<file path="config.mk">
export PLATFORM = sky130hd
export DESIGN_NAME = arf_bank
export DESIGN_NICKNAME = d
export VERILOG_FILES = /design/src/design/arf_pkg.sv /design/src/design/arf_bank.sv
export SDC_FILE = /design/constraint.sdc
export NUM_CORES = 1
export LEC_CHECK = 0
export ABC_AREA = 0
export BUFFER_PORTS_ARGS = -buffer_cell sky130_fd_sc_hd__buf_2
export CORE_ASPECT_RATIO = 1.25
export CORE_MARGIN = 2
export CORE_UTILIZATION = 50
export DETAILED_ROUTE_END_ITERATION = 8
export PLACE_DENSITY = 0.66
export SLEW_MARGIN = 20
export SYNTH_ARGS = -nofsm -noshare
export SYNTH_HDL_FRONTEND = slang
export SYNTH_SLANG_ARGS = --single-unit
</file>
<file path="constraint.sdc">
create_clock -name ref_clk -period 4.5 [get_ports ref_clk]
set_input_delay 0 -clock ref_clk [delete_from_list [all_inputs] [get_ports ref_clk]]
set_output_delay 0 -clock ref_clk [all_outputs]
set_load 0.02 [all_outputs]
</file>
<file path="src/design/arf_pkg.sv">
// Package for the converter register bank: field layouts, resets, timing.
package arf_pkg;

  // ----------------------------------------------------------------
  // Register select codes and access types
  // ----------------------------------------------------------------
  localparam logic [2:0] SEL_COMMAND = 3'h0;
  localparam logic [2:0] SEL_STATE = 3'h1;
  localparam logic [2:0] SEL_RESULT = 3'h2;
  localparam logic [2:0] SEL_OPCTL = 3'h3;
  localparam logic [2:0] SEL_FILTER = 3'h4;
  localparam logic [1:0] ACC_WRITE = 2'h0;
  localparam logic [1:0] ACC_READ = 2'h1;
  localparam logic [1:0] ACC_CONT_START = 2'h2;
  localparam logic [1:0] ACC_CONT_STOP = 2'h3;
  localparam logic [7:0] CMD_CONT_STOP = 8'h30;

  // ----------------------------------------------------------------
  // Reset values and field widths
  // ----------------------------------------------------------------
  localparam logic [15:0] OPCTL_RESET = 16'h01b0;
  localparam logic [23:0] FILTER_RESET = 24'h200010;
  localparam logic [23:0] RESULT_RESET = 24'h000000;
  localparam logic [3:0] STATE_HI_RESET = 4'hc;
  localparam logic [4:0] LEN_BYTE = 5'h08;
  localparam logic [4:0] LEN_HALF = 5'h10;
  localparam logic [4:0] LEN_FULL = 5'h18;
  localparam logic [5:0] ONES_FOR_RESET = 6'h20;
  localparam logic [5:0] MCLK_PER_SF_NOCHOP = 6'h10;
  localparam logic [5:0] MCLK_PER_SF_CHOP = 6'h30;

  // ----------------------------------------------------------------
  // Operating modes
  // ----------------------------------------------------------------
  localparam logic [2:0] OPM_IDLE = 3'h0;
  localparam logic [2:0] OPM_CONTINUOUS = 3'h1;
  localparam logic [2:0] OPM_SINGLE = 3'h2;
  localparam logic [2:0] OPM_STANDBY = 3'h3;

  // Command byte, first bit on the wire at the top.
  typedef struct packed {
    logic write_enable_n;
    logic zero_a;
    logic access_type_hi;
    logic access_type_lo;
    logic zero_b;
    logic reg_sel_2;
    logic reg_sel_1;
    logic reg_sel_0;
  } arf_cmd_s;

  // Operating control register layout.
  typedef struct packed {
    logic [2:0] op_mode;
    logic bipolar_n;
    logic digital_pin_enable;
    logic digital_pin_level_1;
    logic digital_pin_level_0;
    logic result_word_length;
    logic reference_level_select;
    logic zero_c;
    logic [1:0] input_range;
    logic clock_out_disable;
    logic burnout_current_enable;
    logic [1:0] channel_sel;
  } arf_opctl_s;

  // Filter control register layout.
  typedef struct packed {
    logic [11:0] rate_select_field;
    logic [1:0] zero_d;
    logic skip;
    logic fast;
    logic [1:0] zero_e;
    logic ac_excite;
    logic chop_enable;
    logic [3:0] delay_sel;
  } arf_filter_s;

  typedef enum logic [1:0] {ST_CMD, ST_WRITE, ST_READ} arf_state_e;

endpackage

</file>
<file path="src/design/arf_bank.sv">
// Serial register bank of the converter with its output rate generator.
`timescale 1ns/1ps

// Notes on behaviour
// The registers are reached only through the serial port.
// Every access starts with an 8-bit write of the command register.
// The command byte picks read or write and the target register.
// After a transfer the port waits for a command, except in continuous read.
// The 8-bit status register resets its top nibble to c and shows state.
// The result register holds the newest conversion and resets to zero.
// The result is read as 16 or 24 bits as the word-length bit says.
// The 16-bit mode register resets to 01b0 and steers the converter.
// The mode low byte holds reference, zero, range, clock-out, burnout, channel.
// The 24-bit filter register resets to 200010.
// The output rate comes from the 12-bit rate field, slower as it grows.
// With chop enable clear the input path is not chopped.
// Without chop a rate field of 2048 gives 150 Hz from a 4.9152 MHz clock.
// After reset the port waits for a command byte.
// Thirty-two serial clocks with data in high reset the block.
// Writes to read-only registers and reads of the command register do nothing.
module arf_bank #(
  parameter int MCLK_DIV = 51
) (
  input wire logic ref_clk,
  input wire logic rst,
  input wire logic sclk,
  input wire logic din,
  input wire logic cs_n,
  input wire logic ref_missing_pin,
  input wire logic [23:0] conv_sample,
  output logic dout,
  output logic data_ready_n,
  output logic chop_active,
  output logic conv_strobe,
  output arf_pkg::arf_opctl_s opctl_out
);
  import arf_pkg::*;

  // The prescaler counter is eight bits wide, so the divider must fit it.
  if (MCLK_DIV < 1 || MCLK_DIV > 255)
  begin : g_div_check
    $error("MCLK_DIV out of range");
  end

  // ----------------------------------------------------------------
  // Pin synchronisers
  // ----------------------------------------------------------------
  logic [3:0] pin_q1;
  logic [3:0] pin_q2;
  logic sclk_q3;
  wire sclk_s = pin_q2[0];
  wire din_s = pin_q2[1];
  wire sel_s = ~pin_q2[2];
  wire ref_missing_s = pin_q2[3];
  wire sclk_rise = sel_s & sclk_s & ~sclk_q3;
  wire sclk_fall = sel_s & ~sclk_s & sclk_q3;

  // Two flops on every pin before any logic reads it.
  always_ff @(posedge ref_clk)
  begin
    pin_q1 <= {ref_missing_pin, cs_n, din, sclk};
    pin_q2 <= pin_q1;
    sclk_q3 <= pin_q2[0];
  end

  // ----------------------------------------------------------------
  // Registers and serial state
  // ----------------------------------------------------------------
  arf_opctl_s opctl;
  arf_filter_s filter;
  arf_state_e state;
  logic [23:0] result;
  logic [2:0] sel;
  logic cont_read;
  logic [4:0] bit_cnt;
  logic [4:0] len;
  logic [23:0] sh_in;
  logic [23:0] sh_out;
  logic [5:0] ones_cnt;
  logic settled;
  logic [7:0] mclk_cnt;
  logic [17:0] conv_cnt;

  // Word assembly and completion of a transfer on a rising serial edge.
  wire [23:0] next_word = {sh_in[22:0], din_s};
  wire arf_cmd_s next_cmd = arf_cmd_s'(next_word[7:0]);
  wire [2:0] cmd_sel = {next_cmd.reg_sel_2, next_cmd.reg_sel_1,
                        next_cmd.reg_sel_0};
  wire [1:0] cmd_acc = {next_cmd.access_type_hi, next_cmd.access_type_lo};
  wire last_bit = sclk_rise & (bit_cnt + 5'h01 == len);
  wire soft_rst = sclk_rise & din_s & (ones_cnt == ONES_FOR_RESET - 6'h01);
  wire any_rst = rst | soft_rst;
  wire cmd_done = last_bit & (state == ST_CMD) & ~next_cmd.write_enable_n;
  wire wr_done = last_bit & (state == ST_WRITE);
  wire rd_done = last_bit & (state == ST_READ);
  wire cont_stay = rd_done & cont_read & (next_word[7:0] != CMD_CONT_STOP);

  // Width of the selected register on the wire.
  function automatic logic [4:0] reg_len(input logic [2:0] s,
                                         input logic wl);
    case (s)
      SEL_RESULT: reg_len = wl ? LEN_FULL : LEN_HALF;
      SEL_OPCTL: reg_len = LEN_HALF;
      SEL_FILTER: reg_len = LEN_FULL;
      default: reg_len = LEN_BYTE;
    endcase
  endfunction

  // Read data, left aligned so the first bit out is bit 23.
  wire [7:0] state_word = {data_ready_n, settled,
                           opctl.op_mode == OPM_STANDBY, ref_missing_s,
                           1'b0, opctl.op_mode};

  // Next read word depends on the register just named.
  wire [2:0] rd_sel = cmd_done ? cmd_sel : sel;
  wire [23:0] ld_word =
    (rd_sel == SEL_STATE) ? {state_word, 16'h0000} :
    (rd_sel == SEL_RESULT) ? result :
    (rd_sel == SEL_OPCTL) ? {opctl, 8'h00} :
    (rd_sel == SEL_FILTER) ? filter :
    24'h000000;
  wire rd_load = (cmd_done & (cmd_acc == ACC_READ ||
                              cmd_acc == ACC_CONT_START)) | cont_stay;

  // ----------------------------------------------------------------
  // Serial transfer sequencer
  // ----------------------------------------------------------------
  always_ff @(posedge ref_clk)
  begin
    if (any_rst)
    begin
      state <= ST_CMD;
      sel <= SEL_COMMAND;
      cont_read <= 1'b0;
      bit_cnt <= 5'h00;
      len <= LEN_BYTE;
      sh_in <= 24'h000000;
      sh_out <= 24'h000000;
      dout <= 1'b0;
    end
    else
    begin
      if (sclk_rise)
      begin
        sh_in <= next_word;
        bit_cnt <= last_bit ? 5'h00 : bit_cnt + 5'h01;
      end
      // The word is only staged here; its top bit goes out on the next
      // falling serial edge, so the host sees every bit at its rising edge.
      if (rd_load)
        sh_out <= ld_word;
      else if (sclk_fall && state == ST_READ)
      begin
        dout <= sh_out[23];
        sh_out <= {sh_out[22:0], 1'b0};
      end
      if (cmd_done)
      begin
        sel <= cmd_sel;
        len <= reg_len(cmd_sel, opctl.result_word_length);
        case (cmd_acc)
          ACC_WRITE: state <= ST_WRITE;
          ACC_READ: state <= ST_READ;
          ACC_CONT_START: state <= ST_READ;
          default: state <= ST_CMD;
        endcase
        cont_read <= (cmd_acc == ACC_CONT_START);
      end
      else if (wr_done || (rd_done && !cont_stay))
      begin
        state <= ST_CMD;
        len <= LEN_BYTE;
        cont_read <= 1'b0;
      end
    end
  end

  // Run of ones on data in while the serial clock ticks.
  always_ff @(posedge ref_clk)
  begin
    if (any_rst)
      ones_cnt <= 6'h00;
    else if (sclk_rise)
      ones_cnt <= din_s ? ones_cnt + 6'h01 : 6'h00;
  end

  // ----------------------------------------------------------------
  // Output rate generator
  // ----------------------------------------------------------------
  wire [5:0] per_sf = filter.chop_enable ? MCLK_PER_SF_CHOP
                                         : MCLK_PER_SF_NOCHOP;
  wire [17:0] period = 18'(filter.rate_select_field * per_sf);
  wire mclk_tick = (mclk_cnt == 8'(MCLK_DIV - 1));
  wire converting = (opctl.op_mode == OPM_CONTINUOUS) ||
                    (opctl.op_mode == OPM_SINGLE);
  wire conv_tick = converting & mclk_tick & (conv_cnt + 18'h1 >= period);

  // Master clock prescaler and conversion period counter.
  always_ff @(posedge ref_clk)
  begin
    if (any_rst)
    begin
      mclk_cnt <= 8'h00;
      conv_cnt <= 18'h00000;
    end
    else
    begin
      mclk_cnt <= mclk_tick ? 8'h00 : mclk_cnt + 8'h01;
      if (!converting || conv_tick)
        conv_cnt <= 18'h00000;
      else if (mclk_tick)
        conv_cnt <= conv_cnt + 18'h1;
    end
  end

  // ----------------------------------------------------------------
  // Register file
  // ----------------------------------------------------------------
  wire rd_result = rd_done & (sel == SEL_RESULT);

  // Host writes, conversion results and status flags.
  always_ff @(posedge ref_clk)
  begin
    if (any_rst)
    begin
      opctl <= arf_opctl_s'(OPCTL_RESET);
      filter <= arf_filter_s'(FILTER_RESET);
      result <= RESULT_RESET;
      data_ready_n <= STATE_HI_RESET[3];
      settled <= STATE_HI_RESET[2];
      chop_active <= FILTER_RESET[4];
      conv_strobe <= 1'b0;
      opctl_out <= arf_opctl_s'(OPCTL_RESET);
    end
    else
    begin
      if (wr_done && sel == SEL_OPCTL)
        opctl <= arf_opctl_s'(next_word[15:0]);
      else if (conv_tick && opctl.op_mode == OPM_SINGLE)
        opctl.op_mode <= OPM_IDLE;
      if (wr_done && sel == SEL_FILTER)
        filter <= arf_filter_s'(next_word);
      if (conv_tick)
        result <= conv_sample;
      // A new result wins over the clear caused by reading the old one.
      if (conv_tick)
        data_ready_n <= 1'b0;
      else if (rd_result)
        data_ready_n <= 1'b1;
      // A conversion in the same cycle as a setting write still sets it.
      if (conv_tick)
        settled <= 1'b1;
      else if (wr_done && (sel == SEL_OPCTL || sel == SEL_FILTER))
        settled <= 1'b0;
      chop_active <= filter.chop_enable;
      conv_strobe <= conv_tick;
      opctl_out <= opctl;
    end
  end

  // ----------------------------------------------------------------
  // Checks
  // ----------------------------------------------------------------
  chk_ready_on_result: assert property (@(posedge ref_clk) disable iff (rst)
    conv_tick && !soft_rst |=> !data_ready_n && result == $past(conv_sample))
    else $error("result or ready not updated after conversion");
  chk_result_len: assert property (@(posedge ref_clk) disable iff (rst)
    cmd_done && cmd_sel == SEL_RESULT && !opctl.result_word_length |=>
    len == 5'h10)
    else $error("result length not 16 bits");
  chk_back_to_cmd: assert property (@(posedge ref_clk) disable iff (rst)
    wr_done || (rd_done && !cont_read) |=> state == ST_CMD)
    else $error("port did not return to command wait");
  chk_ones_reset: assert property (@(posedge ref_clk) disable iff (rst)
    soft_rst |=> opctl == arf_opctl_s'(OPCTL_RESET) && state == ST_CMD)
    else $error("ones run did not reset");
  chk_reset_wait: assert property (@(posedge ref_clk)
    rst |=> state == ST_CMD && filter == arf_filter_s'(FILTER_RESET))
    else $error("not in command wait after reset");
  chk_ro_ignored: assert property (@(posedge ref_clk) disable iff (rst)
    wr_done && sel == SEL_STATE && !soft_rst |=>
    $stable(opctl) && $stable(filter))
    else $error("write to read-only register changed state");
  chk_chop_follow: assert property (@(posedge ref_clk) disable iff (rst)
    !filter.chop_enable && !soft_rst |=> !chop_active)
    else $error("chop output active with chop disabled");
  chk_period_len: assert property (@(posedge ref_clk) disable iff (rst)
    conv_tick |-> conv_cnt + 18'h1 >= period && mclk_tick)
    else $error("conversion before period elapsed");
  chk_cmd_needed: assert property (@(posedge ref_clk) disable iff (rst)
    state == ST_CMD && !cmd_done |=> state == ST_CMD)
    else $error("transfer started without command");

endmodule

</file>
Yosys cells after proc, flatten, opt, wreduce, memory -nomap -nowiden
Index checks and enable logic that the tools add are counted.
{ "totals": {"reg_bits": 189, "input_bits": 30, "out_inout_bits": 20, "elab_cells": 149} }
{ "op_classes": {"n_addsub": 4, "mul": 1, "magnitude_cmp": 1, "n_eq_ne": 21, "mux": 23, "n_bitwise": 24, "n_reduce_logical": 24} }
{ "ops": {"columns": ["op", "count"], "rows": [
  ["2-to-1 mux 24 bit", 6],
  ["== test 3 x 2 -> 1 bit, second input constant", 8],
  ["adder 18 x 1 -> 18 bit, second input constant", 1],
  [">= comparator 18 bit", 1],
  ["multiplier 12 x 6 -> 18 bit", 1],
  ["AND 1 bit", 17],
  ["2-to-1 mux 5 bit", 3],
  ["one-hot mux 5 bit (3 select lines)", 1],
  ["2-to-1 mux 6 bit", 2],
  ["== test 3 bit, second input constant", 3],
  ["2-to-1 mux 3 bit", 3],
  ["adder 8 x 1 -> 8 bit, second input constant", 1],
  ["== test 8 x 6 -> 1 bit, second input constant", 1],
  ["inequality test 8 x 6 -> 1 bit, second input constant", 1],
  ["nonzero test 2 bit", 4],
  ["OR reduction 2 bit", 4],
  ["adder 6 x 1 -> 6 bit, second input constant", 1],
  ["== test 3 x 1 -> 1 bit, second input constant", 2],
  ["== test 6 x 5 -> 1 bit, second input constant", 1],
  ["logical AND 1 bit", 6],
  ["adder 5 x 1 -> 5 bit, second input constant", 1],
  ["== test 5 bit", 1],
  ["logical OR 1 bit", 5],
  ["inverter 1 bit", 5],
  ["other kinds (10)", 19]
]} }

Longest topological paths before layout
Gate-level depths: netlist of run 1.
{ "logic_depth": {"word_depth": 13, "mapped_depth": 23, "depth_no_buf": 21} }

Worst setup path before layout of run 1
OpenSTA, ideal clock, no wires.
{ "synth_timing": {"path_kind": "register -> register", "start": "register filter[4] in the netlist's numbering", "end": "register result[10]", "setup_time_ps": 128, "arrival_ps": 4702, "required_ps": 4372, "slack_ps": -329, "path_stages_with_launch": 22, "path_buffers": 2, "synth_period_minus_slack_ps": 4829, "path_cell_list": "dfxtp_1 -> clkbuf_1 -> nand2_1 -> xnor2_1 -> ha_1 -> ha_1 -> ha_1 -> a21o_1 -> a21oi_1 -> o21ai_0 -> a2111oi_0 -> o31ai_1 -> a21oi_1 -> xor2_1 -> ha_1 -> o211ai_1 -> nor2_1 -> o21ai_0 -> a211oi_2 -> buf_2 -> mux2i_1 -> nor2_1"} }
{ "synth_via": {"elab_chain_len": 4} }
{ "synth_lines": {"columns": ["element", "line_no", "source"], "rows": [
  ["start: declaration", "arf_bank.sv:70", "arf_filter_s filter;"],
  ["start signal: assignment", "arf_bank.sv:227", "filter <= arf_filter_s'(FILTER_RESET);"],
  ["start signal: assignment", "arf_bank.sv:242", "filter <= arf_filter_s'(next_word);"],
  ["2-to-1 mux 6 bit", "arf_bank.sv:190", "wire [5:0] per_sf = filter.chop_enable ? MCLK_PER_SF_CHOP"],
  ["multiplier 12 x 6 -> 18 bit", "arf_bank.sv:192", "wire [17:0] period = 18'(filter.rate_select_field * per_sf);"],
  [">= comparator 18 bit", "arf_bank.sv:196", "wire conv_tick = converting & mclk_tick & (conv_cnt + 18'h1 >= period);"],
  ["AND 1 bit", "arf_bank.sv:196", null],
  ["end signal: assignment", "arf_bank.sv:244", "result <= conv_sample;"],
  ["end: declaration", "arf_bank.sv:72", "logic [23:0] result;"]
]} }
No other way between the ends.
A chain may end at the register's enable or synchronous reset.

Worst setup path after layout of run 1
{ "layout_timing": {"start": "register filter[4] in the netlist's numbering", "end": "register result[19]"} }
Same word-level chain as after synthesis.

==> results of run 1 <==
-- cell usage in the layout, fill, tap and decap left out, drive strengths merged, types with 2 or more instances in the layout --
master / instances
a211oi: 2
a21o: 5
a21oi: 70
a221oi: 13
a22oi: 15
a2bb2oi: 9
a31oi: 8
and2: 21
and3: 28
buf: 72
bufinv: 3
clkbuf: 22
dfxtp: 186
dlygate4sd3: 29
fa: 2
ha: 57
inv: 28
mux2i: 53
nand2: 128
nand2b: 11
nand3: 18
nand4: 7
nor2: 123
nor2b: 6
nor3: 10
nor3b: 3
nor4b: 3
o211ai: 4
o21a: 13
o21ai: 23
o22ai: 14
o32ai: 9
or2: 3
or4: 3
xnor2: 35
xor2: 22
-- cell type report --
cell class,instances,share of cell area [%]
clock buffer,20,4.37
clock inverter,12,1.66
inverter,20,0.718
multi-input combinational,732,47.1
sequential,186,35.7
tap,224,2.68
timing repair buffer,103,7.83
-- worst max-delay path by stage --
| stage | start | endpoint | slack [ns] | cells after the start |
|---|---|---|---|---|
| after floorplan | filter[4] | result[10] | 0.04 | 21 |
| after global placement | filter[4] | result[5] | 0.02 | 20 |
| after detailed placement | filter[4] | result[20] | -0.03 | 20 |
| after CTS | filter[16] | result[20] | 0.05 | 21 |
| after global routing | filter[4] | result[7] | -0.07 | 21 |
| final | filter[4] | result[19] | 0.16 | 21 |
-- power breakdown --
part	leakage, uW	internal (uW)	switching [uW]
logic	0.00240	35.6	44.9
clock network	0.000311	924	683
registers	0.00150	1650	8.57
total	0.00422	2610	736
-- critical path, cell delays in order (launching register included) --
cell	delay, ns
dfxtp_4	0.36
buf_4	0.14
and2_1	0.13
ha_1	0.17
ha_1	0.21
ha_4	0.17
ha_1	0.28
a21o_1	0.20
a21oi_2	0.17
o21ai_2	0.11
a2111oi_4	0.38
o31ai_1	0.13
a21oi_1	0.16
xor2_1	0.09
ha_1	0.30
o211ai_1	0.12
o21a_1	0.23
a211oi_4	0.29
buf_12	0.18
clkbuf_16	0.16
mux2i_1	0.19
nor2_1	0.05
-- state kept, by name, summed over array words and instances (netlist names), 2 cells and up --
register,cells
ones_cnt,6
pin_q1,4
sh_out,24
sel,3
sh_in,23
state,2
mclk_cnt,8
len,2
opctl_out,16
bit_cnt,5
conv_cnt,18
opctl,16
pin_q2,4
filter,24
result,24
-- per-layer routing --
| layer | vias to the layer above | GRT usage (%) | share of wire (%) |
|---|---|---|---|
| li1 | 3595 | - | - |
| met1 | 3338 | 28.2 | 44 |
| met2 | 118 | 39.1 | 50 |
| met3 | 35 | 3.93 | 3.2 |
| met4 | 0 | 8.06 | 2.8 |
| met5 | - | 0 | 0 |
-- metrics by stage --
step	instance area [um^2]	hold slack [ns]	TNS, ns	utilization [%]
final	10500	0.192	0	60.0
after detailed placement	9330	0.105	-0.209	53.5
after CTS	10300	0.175	0	59.1
after global placement	9330	0.104	0	53.5
after floorplan	8880	0.0277	0	-
after global routing	10500	0.187	-1.15	60.0
-- cell families after synthesis --
kind of cell	Yosys count
xor gates and xnor gates	57
and+or+nand+nor	370
buffers and inverters	77
DFF	186
adders and majority gates	59
muxes	54
AOI/OAI and AO/OA	192
-- repair_timing --
item                       4_1_cts  5_1_grt
pin swaps                        2       13
buffers inserted                 1        2
hold endpoints to repair        29        0
gates cloned                     1        2
setup endpoints to repair       24       44
hold buffers                    29        0
gates resized for setup          3       23
==> impl_metrics.env, run 1 <==
export IMPL_outcome="completed"
export IMPL_io_buffers=49
export IMPL_syn_avg_cell_area_um2=8.90
export IMPL_start_kind="register"
export IMPL_power_density_nw_per_um2=320
export IMPL_clockBufferDepth=2
export IMPL_clock_sinks=186
export IMPL_synth_area_mux_share_pct=6.29
export IMPL_syn2layout_area_growth_pct=18.2
export IMPL_grt_pass1_wl_um=33900
export IMPL_fin_crit_sh_pct=96.4
export IMPL_synth_xor_area_share_pct=5.81
export IMPL_clk_pin_slew_ns=0.07
export IMPL_seq_area_frac_synth_pct=42.1
export IMPL_io_pins=50
export IMPL_vias_per_cell=5.46
export IMPL_placed_cells=1230
export IMPL_synth_area_um2=8850
export IMPL_yosysMostFrequentCell="dfxtp_1"
export IMPL_layout_setup_ws_ns=0.163
export IMPL_rows=54
export IMPL_async_reset_ff_share_pct=0
export IMPL_synth_common_cells="186 x dfxtp_1, 128 x nand2_1, 123 x nor2_1, 70 x a21oi_1, 57 x ha_1"
export IMPL_dp_hpwl_um=13800
export IMPL_die_w_um=123
export IMPL_slew_headroom_pct=39.4
export IMPL_cp_required_ns=4.81
export IMPL_yosysTopAreaCellShare_pct=42.1
export IMPL_ys_flop_type="dfxtp_1"
export IMPL_hold_end="pin_q1[2]"
export IMPL_hold_viol=0
export IMPL_drt_initial_drc_count=504
export IMPL_vdd_drop_max_v=0.000269
export IMPL_r2r_start="filter[4]"
export IMPL_drive_gt1_share_pct=13.5
export IMPL_fp_dieH_um=153
export IMPL_hold_depth=2
export IMPL_synthCells=995
export IMPL_cts_buffers=17
export IMPL_htree_levels=4
export IMPL_diodes=0
export IMPL_core_area_um2=17400
export IMPL_critPathKind="reg -> reg"
export IMPL_routed_wl_um=20700
export IMPL_synth_area_leader_cell="dfxtp_1"
export IMPL_ff2ff_setup_slack_ns=0.16
export IMPL_wl_per_cell_um=15.9
export IMPL_grt_max_degree=60
export IMPL_clockRootBuffer="clkbuf_16"
export IMPL_synth_simple_area_share_pct=19.2
export IMPL_clkLatencyLatePin_ns=0.44
export IMPL_fin_worst_skew_ns=0.0109
export IMPL_drcViolationCount=0
export IMPL_cts_tree="yes"
export IMPL_synth_compound_area_share_pct=14.4
export IMPL_tightest_slew_ns=0.908
export IMPL_yosys_top_cells_area="dfxtp_1 42%, ha_1 8.1%, mux2i_1 5.7%"
export IMPL_reg2reg_to="result[19]"
export IMPL_hold_start="cs_n"
export IMPL_grt_pass1_vias=6876
export IMPL_start_util_pct=50.8
export IMPL_antenna_left=0
export IMPL_final_nets=1149
export IMPL_gp_congestion=0.859
export IMPL_clock_fmax_ghz=0.231
export IMPL_final_min_clock_period_ns=4.34
export IMPL_layoutNonFillerInstCount=1297
export IMPL_multiInputGateArea_um2=4920
export IMPL_grt_use_total_pct=22.7
export IMPL_yosysWarnings=0
export IMPL_leakage_uw=0.00422
export IMPL_pre_cts_ws_ns=-0.0273
export IMPL_synth_top_family_by_area="simple AND/OR/NAND/NOR gates"
export IMPL_yosysUniqueCellTypes=58
export IMPL_synth_seq_cells=186
export IMPL_synth_edf_count=0
export IMPL_rr_worst_depth=21
export IMPL_cp_max_fo=7
export IMPL_regArea_um2=3730
export IMPL_fill_cells=1542
export IMPL_min_path_type="in -> reg"
export IMPL_totalPowerFinal_uw=3350
export IMPL_syn_num_nets=1084
export IMPL_overflow=0
export IMPL_synthAdderAreaFrac_pct=8.51
export IMPL_first_pass_iters=5
export IMPL_arrival_ns=4.64
export IMPL_crit_path_end_kind="register"
export IMPL_die_area_um2=18800
export IMPL_vias=7086
export IMPL_report_final_slew_viol_count=0
export IMPL_cap_violations=0
export IMPL_antenna_found_initial=0
export IMPL_setup_violations=0
No activity file was read; power rests on OpenSTA's default activity.
==> run 2: changes to the inputs <==
Settings changed: CORE_MARGIN 2 to unset, PLACE_DENSITY 0.66 to 0.79, SLEW_MARGIN 20 to 10.
==> run 2 against run 1 <==
Compared with the run above: via count is 4.1% higher; cell count unchanged; core utilization increased by 0.24 points; flip-flop and latch count is the same; hold slack got worse by 0.0022 ns; die area fell by 2.9%; largest cell class unchanged; non-clock buffer count is the same; sequential share of layout area is essentially flat; critical path type unchanged; first-iteration DRC count grew 10%; largest power group unchanged.
==> impl_metrics.env, run 2 (same netlist as run 1, synthesis figures left out) <==
export IMPL_outcome="completed"
export IMPL_crit_path_end_kind="register"
export IMPL_start_util_pct=51.0
export IMPL_routed_wl_um=21900
export IMPL_diodes=0
export IMPL_max_stage_delay_ns=0.38
export IMPL_crit_family="compound AO/OA/AOI/OAI gates"
export IMPL_cp_max_fo=11
export IMPL_fill_cells=1409
export IMPL_grt_pass1_wl_um=34200
export IMPL_cts_buffers=17
export IMPL_hold_start="din"
export IMPL_cts_tree="yes"
export IMPL_report_final_slew_viol_count=0
export IMPL_hold_viol=0
export IMPL_first_pass_iters=7
export IMPL_overflow=0
export IMPL_clk_pin_slew_ns=0.07
export IMPL_totalPowerFinal_uw=3210
export IMPL_vias_per_cell=5.69
export IMPL_final_common_cell="dfxtp_1"
export IMPL_final_nets=1149
export IMPL_clock_sinks=186
export IMPL_grt_pass1_vias=7067
export IMPL_gp_congestion=0.834
export IMPL_finalCoreUtilization_pct=60.3
export IMPL_wl_per_cell_um=16.8
export IMPL_arrival_ns=4.66
export IMPL_mostFrequentLayoutCells="181 x dfxtp_1, 128 x nand2_1, 123 x nor2_1, 68 x a21oi_1"
export IMPL_vdd_drop_max_v=0.000285
export IMPL_r2r_start="filter[4]"
export IMPL_crit_path_cell_trace="buf_6 > nand2_1 > xnor2_1 > ha_1 > ha_1 > ha_4 > a21oi_4 > o21ai_2 > a2111oi_4 > o31ai_1 > a21oi_1 > xor2_1 > ha_1 > o211ai_1 > o21a_1 > a211oi_4 > buf_6 > buf_16 > mux2i_4 > nor2_1"
export IMPL_leakage_uw=0.00420
export IMPL_io_pins=50
export IMPL_hold_end="pin_q1[1]"
export IMPL_reg_top3="filter x24, result x24, sh_out x24"
export IMPL_min_path_type="in -> reg"
export IMPL_drcViolationCount=0
export IMPL_fin_worst_skew_ns=0.0122
export IMPL_grt_max_degree=72
export IMPL_grt_use_total_pct=24.0
export IMPL_clockRootBuffer="clkbuf_16"
export IMPL_placed_cells=1230
export IMPL_slew_headroom_pct=37.4
export IMPL_fin_crit_sh_pct=96.1
export IMPL_cpMostUsedCell="ha_1"
export IMPL_critPathKind="reg -> reg"
export IMPL_rr_worst_depth=20
export IMPL_cap_violations=0
export IMPL_hold_depth=2
export IMPL_drive_gt1_share_pct=14.2
export IMPL_fp_dieH_um=151
export IMPL_antenna_found_initial=0
export IMPL_clockBufferDepth=2
export IMPL_final_min_clock_period_ns=4.33
export IMPL_antenna_left=0
export IMPL_htree_levels=4
export IMPL_die_w_um=121
export IMPL_ff2ff_setup_slack_ns=0.17
export IMPL_design_area_um2=10500
export IMPL_dpl_instance_area_um2=9340
export IMPL_rows=54
export IMPL_drt_initial_drc_count=555
export IMPL_vias=7380
export IMPL_io_buffers=49
export IMPL_tightest_slew_ns=0.936
export IMPL_cp_required_ns=4.83
export IMPL_layoutNonFillerInstCount=1297
export IMPL_critPathBufInv=3
export IMPL_power_density_nw_per_um2=307
export IMPL_clock_fmax_ghz=0.231
export IMPL_dp_hpwl_um=13900
export IMPL_die_area_um2=18200
export IMPL_syn2layout_area_growth_pct=18.2
export IMPL_setup_tns_ns=0
export IMPL_start_kind="register"
export IMPL_crit_slowest_cell="dfxtp_4"
export IMPL_reg2reg_to="result[11]"
export IMPL_core_area_um2=17400
export IMPL_clkLatencyLatePin_ns=0.45
export IMPL_setup_violations=0
==> run 2: changes by cell type in the layout (fill, tap and decap cells not counted), moves of 2 or more <==
cell / change
clkinv_8: +2
inv_6: -2
bufinv_16: -3
clkinv_2: +2
buf_4: -3
buf_6: +3
ha_1: -4
ha_2: +3
clkinv_4: +2
==> run 2: metrics by stage <==
step	hold WS (ns)	worst slack [ns]
global route	0.180	-0.0833
global placement	0.102	0.0695
detailed placement	0.104	-0.0392
finish	0.189	0.174
floorplan	0.0277	0.0390
CTS	0.169	0.0242
==> run 2: metal layers <==
metal	part of all wire [%]	track usage, %	vias up
li1	-	-	3586
met1	41	27.5	3531
met5	0	0	-
met4	4.3	12.4	0
met3	4.8	5.53	58
met2	50	41.4	205
==> run 2: cell type report <==
class / count / area, um^2 / area share (%)
Sequential cell: 186 / 3730 / 35.7
Clock inverter: 13 / 126 / 1.21
Multi-Input combinational cell: 732 / 4960 / 47.5
Timing Repair Buffer: 103 / 831 / 7.94
Clock buffer: 19 / 453 / 4.33
Inverter: 20 / 75.1 / 0.718
Tap cell: 224 / 280 / 2.68
==> run 2: where the power goes <==
part | internal, uW | leakage (uW) | switching (uW) | total (uW)
Sequential | 1650 | 0.00150 | 8.93 | 1660
Combinational | 36.4 | 0.00240 | 46.4 | 82.9
Clock | 760 | 0.000288 | 704 | 1460
Total | 2450 | 0.00420 | 760 | 3210
==> run 2: how the worst max path moves through the flow <==
stage / endpoint / cells after the start / start
after floorplan: result[10] / 21 / filter[4]
after global placement: result[20] / 20 / filter[4]
after detailed placement: result[16] / 20 / filter[4]
after CTS: result[22] / 21 / filter[4]
after global routing: result[11] / 20 / filter[4]
final: result[11] / 20 / filter[4]
==> run 2: timing repair <==
action,CTS,global route
setup endpoints to repair,24,44
cloned,1,2
endpoints found under the hold margin,29,0
setup buffers,1,2
hold buffers,29,0
gates resized for setup,5,30
pin swaps,2,14
==> run 3: changes to the inputs <==
Settings changed: ABC_AREA 0 to 1.
==> run 3 against run 2 <==
Compared with the run above: clock skew down 0.0023 ns; core utilization up 0.21 points; hold slack better by 0.010 ns; power down 1.4%; sequential power about the same; highest routed layer unchanged; synthesized cell count up 17%; critical path type unchanged; global-route usage down 0.83 points; largest power group unchanged.
==> impl_metrics.env, run 3 <==
export IMPL_pre_cts_ws_ns=-0.0401
export IMPL_yosysWarnings=0
export IMPL_outcome="completed"
export IMPL_final_common_cell="nand2_1"
export IMPL_overflow=0
export IMPL_cp_max_fo=7
export IMPL_vias_per_cell=5.28
export IMPL_clkLatencyLatePin_ns=0.44
export IMPL_diodes=0
export IMPL_gp_congestion=0.880
export IMPL_synth_simple_area_share_pct=24.1
export IMPL_seq_area_frac_synth_pct=42.4
export IMPL_report_final_slew_viol_count=0
export IMPL_syn_num_nets=1253
export IMPL_totalPowerFinal_uw=3160
export IMPL_start_kind="register"
export IMPL_critPathKind="reg -> reg"
export IMPL_max_stage_delay_ns=0.37
export IMPL_synth_top_family_by_area="simple AND/OR/NAND/NOR gates"
export IMPL_grt_pass1_vias=7169
export IMPL_io_buffers=49
export IMPL_ys_flop_type="dfxtp_1"
export IMPL_clock_sinks=186
export IMPL_synth_area_leader_cell="dfxtp_1"
export IMPL_tightest_slew_ns=0.608
export IMPL_rows=53
export IMPL_layout_setup_ws_ns=0.168
export IMPL_htree_levels=4
export IMPL_yosysUniqueCellTypes=43
export IMPL_synth_area_mux_share_pct=0.683
export IMPL_drt_initial_drc_count=466
export IMPL_min_path_type="in -> reg"
export IMPL_final_nets=1324
export IMPL_power_density_nw_per_um2=307
export IMPL_dp_hpwl_um=14200
export IMPL_setup_violations=0
export IMPL_die_area_um2=18100
export IMPL_routed_wl_um=20900
export IMPL_cts_buffers=17
export IMPL_syn_avg_cell_area_um2=7.55
export IMPL_antenna_found_initial=0
export IMPL_core_area_um2=17000
export IMPL_reg_top3="filter x24, result x24, sh_out x24"
export IMPL_grt_max_degree=58
export IMPL_crit_path_end_kind="register"
export IMPL_finalCoreUtilization_pct=60.5
export IMPL_grt_pass1_wl_um=33000
export IMPL_final_min_clock_period_ns=4.33
export IMPL_vdd_drop_max_v=0.000255
export IMPL_yosysMostFrequentCell="nand2_1"
export IMPL_synthAdderAreaFrac_pct=8.57
export IMPL_crit_slowest_cell="dfxtp_4"
export IMPL_clockBufferDepth=2
export IMPL_vias=7739
export IMPL_synthCells=1164
export IMPL_yosysTopAreaCellShare_pct=42.4
export IMPL_wl_per_cell_um=14.3
export IMPL_grt_use_total_pct=23.1
export IMPL_synth_xor_area_share_pct=2.69
export IMPL_async_reset_ff_share_pct=0
export IMPL_synth_common_cells="275 x nand2_1, 186 x dfxtp_1, 141 x nor2_1, 115 x inv_1, 91 x a21oi_1"
export IMPL_leakage_uw=0.00452
export IMPL_yosys_top_cells_area="dfxtp_1 42%, nand2_1 12%, ha_1 8.1%"
export IMPL_start_util_pct=51.6
export IMPL_die_w_um=121
export IMPL_antenna_left=0
export IMPL_fill_cells=1469
export IMPL_synth_seq_cells=186
export IMPL_fin_crit_sh_pct=96.3
export IMPL_mostFrequentLayoutCells="274 x nand2_1, 181 x dfxtp_1, 136 x nor2_1, 113 x inv_1, 88 x a21oi_1"
export IMPL_clockRootBuffer="clkbuf_16"
export IMPL_syn2layout_area_growth_pct=17.2
export IMPL_drcViolationCount=0
export IMPL_drive_gt1_share_pct=12.5
export IMPL_fin_worst_skew_ns=0.00995
export IMPL_synth_compound_area_share_pct=13.9
export IMPL_fp_dieH_um=150
export IMPL_cp_required_ns=4.82
export IMPL_clk_pin_slew_ns=0.07
export IMPL_arrival_ns=4.66
export IMPL_cap_violations=0
export IMPL_synth_area_um2=8790
export IMPL_first_pass_iters=4
export IMPL_cts_tree="yes"
export IMPL_slew_headroom_pct=59.3
export IMPL_synth_edf_count=0
export IMPL_io_pins=50
export IMPL_hold_viol=0
export IMPL_cpMostUsedCell="ha_1"
export IMPL_clock_fmax_ghz=0.231
==> run 3: kinds of logic after synthesis <==
family | after synthesis
AOI/OAI and AO/OA | 215
xor gates and xnor gates | 27
adders and majority gates | 59
buffers and inverters | 167
DFF | 186
muxes | 6
and+or+nand+nor | 504
==> run 3: path summary, 6_finish.rpt <==
check / from / to / slack (ns) / depth (start not counted)
max: filter[4] / data_ready_n / 0.17 / 25
min: sclk / pin_q1[0] / 0.20 / 2
max reg2reg: filter[4] / data_ready_n / 0.17 / 25
min reg2reg: pin_q1[1] / pin_q2[1] / 0.33 / 0
==> run 3: report_power, final <==
group	internal [uW]	switching [uW]	leakage [uW]
combinational	35.0	43.4	0.00275
clock	788	636	0.000258
sequential	1650	7.13	0.00150
==> run 3: timing repair <==
action / CTS / global route
resized for setup: 1 / 35
buffers inserted: 0 / 6
pin swaps: 0 / 11
endpoints found under the hold margin: 28 / 0
endpoints found under the setup margin: 26 / 46
cloned: 0 / 3
hold buffers: 28 / 0
==> run 3: final cells by class <==
type,count,area (um^2),area share (%)
clock inverter,10,95.1,0.923
multi-input combinational,811,4540,44.0
tap,220,275,2.67
timing repair buffer,97,748,7.26
sequential,186,3730,36.2
clock buffer,21,460,4.47
inverter,122,458,4.44
==> run 3: metal layers <==
layer	vias up	routed length (um)	GRT usage, %
met5	-	0	0
met4	0	762	12.7
met3	49	834	4.24
met2	165	10500	41.4
met1	3592	8810	25.8
li1	3933	-	-
==> run 3: worst max-delay path, delay by kind of cell (launching register included) <==
kind | cells | cell delay (ns)
buf+inv | 2 | 0.37
compound gates | 4 | 0.46
simple gates | 14 | 1.67
fa+ha+maj | 4 | 1.20
xor+xnor | 1 | 0.15
flops | 1 | 0.37
==> run 3: per-stage QoR <==
step	TNS (ns)	std cells	instance area, um^2	hold slack (ns)
after floorplan	0	1164	8790	0.0277
after global placement	0	1399	9210	0.104
after detailed placement	-0.661	1399	9210	0.104
after CTS	0	1458	10000	0.180
after global routing	-3.22	1467	10300	0.194
final	0	1467	10300	0.199
